## config.mk

```make
export PLATFORM = sky130hd
export DESIGN_NAME = ssq_sequencer
export DESIGN_NICKNAME = d
export VERILOG_FILES = /design/src/ssq_pkg.sv /design/src/ssq_log_mem.sv /design/src/ssq_sequencer.sv
export SDC_FILE = /design/constraint.sdc
export NUM_CORES = 1
export LEC_CHECK = 0
export BUFFER_PORTS_ARGS = -buffer_cell sky130_fd_sc_hd__clkbuf_2
export CAP_MARGIN = 20
export CORE_AREA = 2 2 286 345
export DETAILED_ROUTE_END_ITERATION = 7
export DIE_AREA = 0 0 288 347
export GPL_ROUTABILITY_DRIVEN = 1
export RECOVER_POWER = 50
export SLEW_MARGIN = 15
export SYNTH_ARGS = -nofsm -noshare
export SYNTH_HDL_FRONTEND = slang
export SYNTH_SLANG_ARGS = --single-unit
```

## constraint.sdc

```tcl
create_clock -name i_core_clk -period 5.1 [get_ports i_core_clk]
set_clock_uncertainty 0.2 [all_clocks]
set_input_delay 0.51 -clock i_core_clk [delete_from_list [all_inputs] [get_ports i_core_clk]]
set_output_delay 0.51 -clock i_core_clk [all_outputs]
set_load 0.01 [all_outputs]
```

## src/ssq_pkg.sv

```systemverilog
// Purpose: shared constants and types of the sensor sampling sequencer
// Assumes: 40 MHz core clock, three converter channels
// Notes: delay choices are selected by the frequency code of the config
package ssq_pkg;

   // ----------------------------------------------------------------------
   // channels and widths
   // ----------------------------------------------------------------------
   localparam int SSQ_NUM_SENS = 3;
   localparam int SSQ_CHAN_W = 2;
   localparam int SSQ_DATA_W = 16;
   localparam int SSQ_PASS_W = 8;
   localparam int SSQ_FREQ_W = 2;
   localparam int SSQ_MS_W = 16;

   // channel order inside a pass: reference, thermistor, light
   localparam logic [SSQ_CHAN_W-1:0] SSQ_CH_REF = 2'h0;
   localparam logic [SSQ_CHAN_W-1:0] SSQ_CH_THERM = 2'h1;
   localparam logic [SSQ_CHAN_W-1:0] SSQ_CH_LIGHT = 2'h2;

   // ----------------------------------------------------------------------
   // timing
   // ----------------------------------------------------------------------
   localparam int SSQ_CLK_HZ = 40_000_000;
   localparam int SSQ_MS_PER_S = 1000;
   localparam int SSQ_CYC_PER_MS = SSQ_CLK_HZ / SSQ_MS_PER_S;

   // inter-pass delay per frequency code, in milliseconds
   localparam logic [SSQ_FREQ_W-1:0] SSQ_FREQ_SEC = 2'h0;
   localparam logic [SSQ_FREQ_W-1:0] SSQ_FREQ_HALF = 2'h1;
   localparam logic [SSQ_FREQ_W-1:0] SSQ_FREQ_TENTH = 2'h2;
   localparam logic [SSQ_FREQ_W-1:0] SSQ_FREQ_NONE = 2'h3;
   localparam logic [SSQ_MS_W-1:0] SSQ_DLY_SEC_MS = 16'h03E8;
   localparam logic [SSQ_MS_W-1:0] SSQ_DLY_HALF_MS = 16'h01F4;
   localparam logic [SSQ_MS_W-1:0] SSQ_DLY_TENTH_MS = 16'h0064;
   localparam logic [SSQ_MS_W-1:0] SSQ_DLY_NONE_MS = 16'h0000;

   // ----------------------------------------------------------------------
   // carriers
   // ----------------------------------------------------------------------
   typedef struct packed {
      logic [SSQ_NUM_SENS-1:0] sensor_en;
      logic [SSQ_PASS_W-1:0] pass_count;
      logic [SSQ_FREQ_W-1:0] freq_sel;
   } ssq_cfg_type;

   typedef struct packed {
      logic req;
      logic [SSQ_CHAN_W-1:0] chan;
   } ssq_conv_req_type;

   typedef struct packed {
      logic done;
      logic [SSQ_DATA_W-1:0] data;
   } ssq_conv_rsp_type;

   typedef struct packed {
      logic found;
      logic [SSQ_CHAN_W-1:0] idx;
   } ssq_pick_type;

   typedef enum logic [3:0] {
      SSQ_ST_IDLE = 4'h1,
      SSQ_ST_REQ = 4'h2,
      SSQ_ST_WAIT = 4'h4,
      SSQ_ST_DELAY = 4'h8
   } ssq_state_type;

   function automatic logic [SSQ_MS_W-1:0] ssq_delay_ms(
      input logic [SSQ_FREQ_W-1:0] code);
      logic [SSQ_MS_W-1:0] ms;
      ms = SSQ_DLY_SEC_MS;
      unique case (code)
         SSQ_FREQ_SEC: ms = SSQ_DLY_SEC_MS;
         SSQ_FREQ_HALF: ms = SSQ_DLY_HALF_MS;
         SSQ_FREQ_TENTH: ms = SSQ_DLY_TENTH_MS;
         SSQ_FREQ_NONE: ms = SSQ_DLY_NONE_MS;
      endcase
      return ms;
   endfunction

endpackage

```

## src/ssq_log_mem.sv

```systemverilog
// Purpose: sample log memory, one write port, one registered read port
// Assumes: single clock, write and read may happen in the same cycle
// Notes: read data appear one cycle after the address
`timescale 1ns/1ps
module ssq_log_mem
   import ssq_pkg::*;
#(
   parameter int WIDTH = SSQ_DATA_W,
   parameter int DEPTH = 64,
   parameter int ADDR_W = $clog2(DEPTH)
)
(
   // clock
   input wire logic i_core_clk,
   // write side
   input wire logic i_wr_en,
   input wire logic [ADDR_W-1:0] i_wr_addr,
   input wire logic [WIDTH-1:0] i_wr_data,
   // read side
   input wire logic [ADDR_W-1:0] i_rd_addr,
   output logic [WIDTH-1:0] o_rd_data
);

   logic [WIDTH-1:0] mem_ff [DEPTH];

   if (DEPTH < 2)
   begin : g_chk
      $error("ssq_log_mem: DEPTH must be at least 2");
   end

   // no reset on the array so it maps to plain ram
   always_ff @(posedge i_core_clk)
   begin
      if (i_wr_en)
      begin
         mem_ff[i_wr_addr] <= i_wr_data;
      end
      o_rd_data <= mem_ff[i_rd_addr];
   end

endmodule

```

## src/ssq_sequencer.sv

```systemverilog
// Purpose: timed multi-pass sampling sequencer with a raw sample log
// Assumes: converter answers each request with one done pulse
// Notes: config is latched at start; start is ignored while busy
`timescale 1ns/1ps
module ssq_sequencer
   import ssq_pkg::*;
#(
   parameter int LOG_DEPTH = 64,
   parameter int MS_CYCLES = SSQ_CYC_PER_MS,
   parameter int ADDR_W = $clog2(LOG_DEPTH)
)
(
   // clock and reset
   input wire logic i_core_clk,
   input wire logic i_reset_n,
   // configuration and control
   input wire ssq_cfg_type i_cfg,
   input wire logic i_start,
   // status
   output logic o_busy,
   output logic o_data_avail,
   output logic o_overflow,
   output logic [ADDR_W:0] o_log_count,
   // converter channels
   output ssq_conv_req_type o_conv,
   input wire ssq_conv_rsp_type i_conv,
   // log read port
   input wire logic [ADDR_W-1:0] i_log_rd_addr,
   output logic [SSQ_DATA_W-1:0] o_log_rd_data
);

   localparam int CYC_W = $clog2(MS_CYCLES + 1);
   localparam logic [CYC_W-1:0] CYC_LAST = CYC_W'(MS_CYCLES - 1);
   localparam logic [ADDR_W:0] LOG_FULL = (ADDR_W+1)'(LOG_DEPTH);

   if (MS_CYCLES < 1 || LOG_DEPTH < 2 || (1 << ADDR_W) < LOG_DEPTH)
   begin : g_chk
      $error("ssq_sequencer: bad MS_CYCLES, LOG_DEPTH or ADDR_W");
   end

   // ----------------------------------------------------------------------
   // channel picking
   // ----------------------------------------------------------------------
   // lowest enabled channel at or above 'from'
   function automatic ssq_pick_type pick(
      input logic [SSQ_NUM_SENS-1:0] en,
      input logic [SSQ_CHAN_W:0] from);
      ssq_pick_type p;
      p = '0;
      for (int i = SSQ_NUM_SENS - 1; i >= 0; i--)
      begin
         if (en[i] && (i >= int'(from)))
         begin
            p.found = 1'b1;
            p.idx = SSQ_CHAN_W'(i);
         end
      end
      return p;
   endfunction

   // ----------------------------------------------------------------------
   // state
   // ----------------------------------------------------------------------
   ssq_state_type state_ff, nxt_state;
   ssq_cfg_type cfg_ff, nxt_cfg;
   logic [SSQ_CHAN_W-1:0] chan_ff, nxt_chan;
   logic [SSQ_PASS_W-1:0] pass_left_ff, nxt_pass_left;
   logic [ADDR_W:0] addr_ff, nxt_addr;
   logic [SSQ_MS_W-1:0] ms_ff, nxt_ms;
   logic [CYC_W-1:0] cyc_ff, nxt_cyc;
   logic busy_ff, nxt_busy;
   logic avail_ff, nxt_avail;
   logic ovf_ff, nxt_ovf;
   logic wr_en;
   ssq_pick_type first_p, next_p, start_p;

   assign start_p = pick(i_cfg.sensor_en, '0);
   assign first_p = pick(cfg_ff.sensor_en, '0);
   assign next_p = pick(cfg_ff.sensor_en, {1'b0, chan_ff} + 1'b1);

   always_comb
   begin
      nxt_state = state_ff;
      nxt_cfg = cfg_ff;
      nxt_chan = chan_ff;
      nxt_pass_left = pass_left_ff;
      nxt_addr = addr_ff;
      nxt_ms = ms_ff;
      nxt_cyc = cyc_ff;
      nxt_busy = busy_ff;
      nxt_avail = avail_ff;
      nxt_ovf = ovf_ff;
      wr_en = 1'b0;
      unique case (state_ff)
         SSQ_ST_IDLE:
         begin
            if (i_start)
            begin
               nxt_cfg = i_cfg;
               nxt_addr = '0;
               nxt_ovf = 1'b0;
               nxt_avail = 1'b0;
               nxt_pass_left = i_cfg.pass_count;
               // nothing to sample: finish at once
               if (i_cfg.pass_count == '0 || i_cfg.sensor_en == '0)
               begin
                  nxt_avail = 1'b1;
               end
               else
               begin
                  nxt_chan = start_p.idx;
                  nxt_busy = 1'b1;
                  nxt_state = SSQ_ST_REQ;
               end
            end
         end
         SSQ_ST_REQ:
         begin
            nxt_state = SSQ_ST_WAIT;
         end
         SSQ_ST_WAIT:
         begin
            if (i_conv.done)
            begin
               // log full: the sample is dropped but sequencing goes on
               if (addr_ff == LOG_FULL)
               begin
                  nxt_ovf = 1'b1;
               end
               else
               begin
                  wr_en = 1'b1;
                  nxt_addr = addr_ff + 1'b1;
               end
               if (next_p.found)
               begin
                  nxt_chan = next_p.idx;
                  nxt_state = SSQ_ST_REQ;
               end
               else if (pass_left_ff == 8'h01)
               begin
                  nxt_pass_left = '0;
                  nxt_busy = 1'b0;
                  nxt_avail = 1'b1;
                  nxt_state = SSQ_ST_IDLE;
               end
               else
               begin
                  nxt_pass_left = pass_left_ff - 1'b1;
                  nxt_ms = ssq_delay_ms(cfg_ff.freq_sel);
                  nxt_cyc = '0;
                  nxt_state = SSQ_ST_DELAY;
               end
            end
         end
         SSQ_ST_DELAY:
         begin
            if (ms_ff == '0)
            begin
               // channel moves only together with the request
               nxt_chan = first_p.idx;
               nxt_state = SSQ_ST_REQ;
            end
            else if (cyc_ff == CYC_LAST)
            begin
               nxt_cyc = '0;
               nxt_ms = ms_ff - 1'b1;
            end
            else
            begin
               nxt_cyc = cyc_ff + 1'b1;
            end
         end
      endcase
   end

   always_ff @(posedge i_core_clk or negedge i_reset_n)
   begin
      if (!i_reset_n)
      begin
         state_ff <= SSQ_ST_IDLE;
         cfg_ff <= '0;
         chan_ff <= '0;
         pass_left_ff <= '0;
         addr_ff <= '0;
         ms_ff <= '0;
         cyc_ff <= '0;
         busy_ff <= 1'b0;
         avail_ff <= 1'b0;
         ovf_ff <= 1'b0;
      end
      else
      begin
         state_ff <= nxt_state;
         cfg_ff <= nxt_cfg;
         chan_ff <= nxt_chan;
         pass_left_ff <= nxt_pass_left;
         addr_ff <= nxt_addr;
         ms_ff <= nxt_ms;
         cyc_ff <= nxt_cyc;
         busy_ff <= nxt_busy;
         avail_ff <= nxt_avail;
         ovf_ff <= nxt_ovf;
      end
   end

   // ----------------------------------------------------------------------
   // outputs
   // ----------------------------------------------------------------------
   assign o_conv.req = (state_ff == SSQ_ST_REQ);
   assign o_conv.chan = chan_ff;
   assign o_busy = busy_ff;
   assign o_data_avail = avail_ff;
   assign o_overflow = ovf_ff;
   assign o_log_count = addr_ff;

   // ----------------------------------------------------------------------
   // log memory
   // ----------------------------------------------------------------------
   // raw value only: the owner follows from order and count
   ssq_log_mem #(
      .WIDTH(SSQ_DATA_W),
      .DEPTH(LOG_DEPTH),
      .ADDR_W(ADDR_W)
   ) u_log (
      .i_core_clk(i_core_clk),
      .i_wr_en(wr_en),
      .i_wr_addr(addr_ff[ADDR_W-1:0]),
      .i_wr_data(i_conv.data),
      .i_rd_addr(i_log_rd_addr),
      .o_rd_data(o_log_rd_data)
   );

endmodule

```

==> results of run 1 <==
[power groups by stage]
stage                     combinational [mW]  sequential (mW)  clock [mW]
after global placement                  1.52             10.4           0
after floorplan                        0.899             10.4           0
after global routing                    1.67             10.3        8.55
after CTS                               1.57             10.2        8.18
final                                   1.55             10.3        8.05
after detailed placement                1.56             10.4           0
[repair_timing]
item                       4_1_cts  5_1_grt
resized for setup                0        0
setup endpoints to repair        0        0
hold buffers                    15        0
hold endpoints to repair        75        0
[cell usage in the layout, fill, tap and decap left out, drive strengths merged, types with 43 or more instances in the layout]
cell    count
mux2i      51
clkbuf    218
o21ai      44
nand3      43
nor2      110
buf        94
a22oi      45
mux4      243
dfrtp      60
edfxtp   1024
nand2      62
[worst reg2reg max path: cells and delay by family, from the launching register on]
family	cells	cell delay (ns)
AOI/OAI and AO/OA	1	0.41
buffers and inverters	1	0.32
DFF	1	0.44
and+or+nand+nor	4	1.90
[stage by stage]
stage / std cells / area, sq um / setup WS (ns)
2_1_floorplan: 2175 / 43100 / 2.11
3_3_place_gp: 3498 / 45400 / 1.32
3_5_place_dp: 3499 / 45400 / 1.57
4_1_cts: 3713 / 49200 / 1.53
5_1_grt: 3713 / 49100 / 0.828
6_report: 3715 / 49100 / 1.47
[how the worst max path moves through the flow]
| stage | startpoint | to | cells past startpoint |
|---|---|---|---|
| after floorplan | state_ff[1]$_DFFE_PN0P_ | u_log.mem_ff[24][0]$_DFFE_PP_ | 5 |
| after global placement | i_log_rd_addr[2] | u_log.o_rd_data[15]$_DFF_P_ | 5 |
| after detailed placement | state_ff[1]$_DFFE_PN0P_ | u_log.mem_ff[16][10]$_DFFE_PP_ | 6 |
| after CTS | state_ff[1]$_DFFE_PN0P_ | u_log.mem_ff[16][8]$_DFFE_PP_ | 6 |
| after global routing | i_reset_n | cyc_ff[14]$_DFFE_PN0P_ | 3 |
| final | i_reset_n | cyc_ff[0]$_DFFE_PN0P_ | 3 |
[flip-flops by register name, summed over array words and instances, names as in the netlist]
| register | count |
|---|---|
| cfg_ff | 5 |
| chan_ff | 2 |
| cyc_ff | 16 |
| ms_ff | 16 |
| o_busy | 1 |
| o_data_avail | 1 |
| o_log_count | 7 |
| o_overflow | 1 |
| pass_left_ff | 8 |
| state_ff | 4 |
| u_log.mem_ff | 1024 |
| u_log.o_rd_data | 16 |
[synth_stat cells, types with 13 or more instances]
library cell / n / area, sq um
edfxtp_1: 1024 / 30700
mux4_2: 243 / 5470
nor2_1: 110 / 413
clkbuf_1: 63 / 236
nand2_1: 62 / 233
dfrtp_1: 60 / 1500
mux2i_1: 51 / 510
a22oi_1: 45 / 338
o21ai_0: 44 / 220
nand3_1: 43 / 215
buf_2: 38 / 190
a21oi_1: 37 / 185
o22ai_1: 26 / 163
mux2_2: 24 / 270
nor3_1: 23 / 115
buf_1: 20 / 75.1
a211oi_1: 19 / 143
inv_1: 18 / 67.6
a221oi_1: 17 / 149
dfxtp_1: 16 / 320
nand4_1: 16 / 100
nor2b_1: 15 / 93.8
and3_1: 13 / 81.3
nand2b_1: 13 / 81.3
[layer usage]
metal	vias up	wire length (um)	track usage, %
met5	-	13	0
met4	2	3080	6.94
met3	148	6480	3.42
met2	774	52500	35.3
met1	11643	41200	27.8
li1	9350	-	-
[layout make-up]
class / instances / area [sq um] / area share (%)
well taps: 1270 / 1590 / 3.24
diodes: 2 / 5.00 / 0.0102
repair buffers: 191 / 1300 / 2.65
inverters: 18 / 67.6 / 0.138
flip-flops and latches: 1101 / 32600 / 66.4
multi-input cells: 934 / 9950 / 20.3
clock inverters: 63 / 721 / 1.47
clock buffers: 136 / 2870 / 5.84
[cell families after synthesis]
kind of cell,Yosys count
AO/OA/AOI/OAI,248
XOR/XNOR,3
adder cells (fa/ha/maj),9
buffers and inverters,140
flip-flops,1101
multiplexers,320
AND/OR/NAND/NOR,354
==> results.md, run 1 <==
- Hold Vio Cnt, Final: 0
- Max_cap viols: 17
- Setup crit start kind: input pin
- PwrDens: 405 nW/um^2
- Nets@finish: 2,400
- IO Count: 68
- Initial antenna violation count: 4
- Mux share of post-synthesis cell area: 14.6%
- Leakage dissipation: 15.8 nW
- Die ar.: 99,900 sq um
- CTS Root Buffer Type: clkbuf_16
- Syn_nets: 2,223
- Crit-path slowest cell: clkbuf_1
- Int Pwr: 15.3 mW
- Crit path DAT: 3.47 ns
- Overall routing resource usage: 21.0%
- Site Rows: 125
- Top Family by Delay on Critical Path: buffers and inverters
- Crit-path max cell delay: 2.29 ns
- Max_slew headroom: -137%
- Routed WL: 103 mm
- Post-Syn Area: 43,100 sq um
- Synth Instances: 2,175
- Max FO, Critical Path: 61
- Xor/xnor share of the synthesized area: 0.0610%
- Sequential share of the synthesized area: 75.6%
- Die Y-Extent: 347 um
- Final setup viols: 0
- Critical path endpoint category: asynchronous set/reset pin
- Worst hold path depth: 3
- Switching pwr: 4.52 mW
- First-pass GRT wire length: 153 mm
- Reg2reg start: state_ff[1]$_DFFE_PN0P_
- Synth unique cells: 64
- Util after Layout: 51.0%
- Min-delay worst type: input pin to flop
- TritonCTS Sinks: 1,101
- Worst-skew pair later-pin latency: 0.68 ns
- Setup Buffers After CTS: 0
- Vias in the first global route: 22,845
- Flop2flop setup slack: 1.50 ns
- Syn_area_per_cell: 19.8 sq um
- Clk slew on worst S/H paths: 0.06 ns
- Clk buf depth: 3
- Switching share of power: 22.8%
- I/O Buffers: 67
- DP HPWL: 61.3 mm
- Compound-Gate Fraction of Synth Area: 3.99%
- Pre-Repair DR Iteration Count: 5
- Htree depth: 3
- Critical setup path kind: input pin to asynchronous set/reset pin
- Layout cells sized above 1: 23.7%
- Hold Crit Start: i_start
- Routability cong.: 0.831
- Combinational family with the most area after synthesis: multiplexers
- Synthesized-area fraction occupied by adder cells: 0.261%
- Worst vdd rail ir drop: 0.259 mV
- CP required: 4.94 ns
- Flops & latches, synth: 1,101
- Slew Viols, Final: 1,103
- Mean number of vias per cell: 5.90
- Drt drc: 0
- Detailed Route Iter0 Violations: 2,308
- Total power: 19.9 mW
- Crit path cell chain: dlygate4sd3_1 -> clkbuf_2 -> clkbuf_1
- Layout Area Growth over Synthesis: 13.9%
- Ys async rst share: 5.54%
- Routed via count: 21,917
- CP Buf/Inv Count: 3
- Top_reg_cell synth: edfxtp_1
- WHS: 0.128 ns
- DR WL/cell: 27.8 um
- Grt ovf: 0
- Post-Synth Simple-Gate Area: 4.14%
- Worst Tran Pin Value: 3.56 ns
- Worst-case reg-to-reg path depth: 6
- Tcrit/Tclk final: 71.1%
- # fillers: 7,777
- Starting density of the core: 44.7%
- Hold Crit Endpoint: o_overflow$_DFFE_PN0P_
- Cts bufs inserted: 106
- Setup TNS: 0 ns
- Share of total power in sequential cells: 51.7%
- RSZ-0062 raised after global routing: no
- Violated checks: capacitance limit, slew limit
- CTS tree: yes
- Combinational Power Share: 7.8%
- Clock group share of total power: 40.5%
- Yosys warns: 0
- Status: finished, violations left
- Post-synth EDFFs: 1,024
- Core Area: 96,300 sq um
- Fmax: 276 MHz
- Remaining antenna violation count: 0
- Reg-to-reg critical path endpoint: u_log.mem_ff[18][13]$_DFFE_PP_
- Largest net degree at the start of global routing: 78
- Clock period minus worst slack: 3.63 ns
- Die width: 288 um
(Power assumes the default switching activity.)
==> inputs of run 2 (changes only) <==
==> constraint.sdc (replaced) <==
create_clock -name i_core_clk -period 3.4 [get_ports i_core_clk]
set_clock_uncertainty 0.2 [all_clocks]
set_input_delay 0.34 -clock i_core_clk [delete_from_list [all_inputs] [get_ports i_core_clk]]
set_output_delay 0.34 -clock i_core_clk [all_outputs]
set_load 0.01 [all_outputs]
==> results.md, run 2 (same netlist as run 1, synthesis figures left out) <==
- Cts bufs inserted: 107
- Max_cap viols: 15
- Worst-skew pair later-pin latency: 0.69 ns
- Top cell by count, worst path: clkbuf_1
- DR WL met3: 6.43 mm
- TritonCTS Sinks: 1,101
- Most frequent cells in the layout: edfxtp_1, mux4_2, buf_4, clkbuf_16, nor2_1
- Largest net degree at the start of global routing: 65
- Max_slew headroom: -50.4%
- Largest register FFs: 1,024
- Fin cells: 3,790
- ANT cells: 0
- Nets@finish: 2,476
- Drt drc: 0
- Die ar.: 99,900 sq um
- IO Count: 68
- Critical setup path kind: input pin to flop
- DP Cell Count: 3,558
- Util after Layout: 51.6%
- Biggest register: u_log.mem_ff
- Crit-path max cell delay: 1.43 ns
- Remaining antenna violation count: 0
- CTS Root Buffer Type: clkbuf_16
- Crit-path slowest cell: clkbuf_1
- Clk buf depth: 3
- Crit path cell chain: dlygate4sd3_1 -> clkbuf_1 -> clkbuf_1 -> clkbuf_2
- Routability cong.: 0.877
- Leakage dissipation: 16.1 nW
- Min-delay worst type: input pin to flop
- Violated checks: capacitance limit, slew limit
- Slew Viols, Final: 578
- Die width: 288 um
- Vias in the first global route: 23,058
- Max FO, Critical Path: 37
- Metal-1 WL: 43.0 mm
- Fmax: 316 MHz
- Critical path endpoint category: flop
- Die Y-Extent: 347 um
- Setup Buffers After CTS: 0
- Pre-Repair DR Iteration Count: 7
- Top sig layer: met5
- Crit path DAT: 3.43 ns
- Total power: 29.7 mW
- Setup TNS: 0 ns
- DR WL/cell: 28.3 um
- Worst Tran Pin Value: 2.26 ns
- RSZ-0062 raised after global routing: no
- PwrDens: 598 nW/um^2
- Final setup viols: 0
- Met2 routed WL: 54.8 mm
- Worst vdd rail ir drop: 0.454 mV
- Clock period minus worst slack: 3.16 ns
- Htree depth: 3
- Post-CTS sizing: 0
- I/O Buffers: 67
- Hold Vio Cnt, Final: 0
- Most common cell after layout, fill and taps aside: edfxtp_1
- Layout Area Growth over Synthesis: 15.3%
- Status: finished, violations left
- Routed via count: 22,297
- Detailed Route Iter0 Violations: 2,013
- Mean number of vias per cell: 5.88
- CTS tree: yes
- Initial antenna violation count: 4
- CP required: 3.67 ns
- Layout cells sized above 1: 24.5%
- Clk slew on worst S/H paths: 0.06 ns
- Core Area: 96,300 sq um
- Grt ovf: 0
- DP HPWL: 67.4 mm
- Routed WL: 107 mm
- First-pass GRT wire length: 157 mm
- Site Rows: 125
- Tcrit/Tclk final: 93.0%
- Setup crit start kind: input pin
- Overall routing resource usage: 21.6%
- Starting density of the core: 44.7%
[run 2: changes by cell type in the layout (fill, tap and decap cells not counted), sizes merged]
cell and delta:
buf +51, bufinv -3, clkbuf +24, clkinv -6, clkinvlp +1, diode -2, dlygate4sd3 +10
[run 2: power breakdown]
| group | switching (mW) | internal (mW) |
|---|---|---|
| Sequential | 0.263 | 15.1 |
| Combinational | 1.56 | 0.879 |
| Clock | 4.98 | 6.96 |
| Total | 6.81 | 22.9 |
[run 2: worst paths after layout]
check | start | endpoint | slack, ns | cells after the start
min | i_conv[1] | u_log.mem_ff[32][1]$_DFFE_PP_ | 0.14 | 1
max | i_conv[5] | u_log.mem_ff[17][5]$_DFFE_PP_ | 0.24 | 4
min in group asynchronous | i_reset_n | cyc_ff[0]$_DFFE_PN0P_ | 0.42 | 2
max in group asynchronous | i_reset_n | pass_left_ff[7]$_DFFE_PN0P_ | 0.58 | 4
max reg2reg | state_ff[0]$_DFFE_PN1P_ | cfg_ff[10]$_DFFE_PN0P_ | 0.26 | 7
min reg2reg | cyc_ff[15]$_DFFE_PN0P_ | cyc_ff[15]$_DFFE_PN0P_ | 0.27 | 1
[run 2: metal layers]
metal	track usage, %	vias up
li1	-	9507
met4	7.10	2
met1	28.7	11899
met5	0	-
met2	36.8	745
met3	3.12	144
[run 2: stage by stage]
step	hold WS (ns)	instance area [sq um]	setup WS, ns
after floorplan	-0.156	43100	0.410
after global placement	0.222	46000	0.0182
after detailed placement	0.241	46000	0.0954
after CTS	0.0495	49800	0.322
after global routing	0.135	49700	0.0439
final	0.136	49700	0.238
[run 2: final cells by class]
type | instances | area [sq um]
Fill cell | 7743 | 46700
Multi-Input combinational cell | 934 | 9950
Timing Repair Buffer | 266 | 1950
Inverter | 18 | 67.6
Clock inverter | 55 | 596
Tap cell | 1270 | 1590
Clock buffer | 146 | 2940
Sequential cell | 1101 | 32600
[run 2: critical path, delay by kind of cell]
family	cells	cell delay, ns
buffers and inverters	4	3.05
[run 2: timing repair]
item,CTS,global route
endpoints found under the hold margin,58,51
hold buffers,21,4
endpoints found under the setup margin,0,0
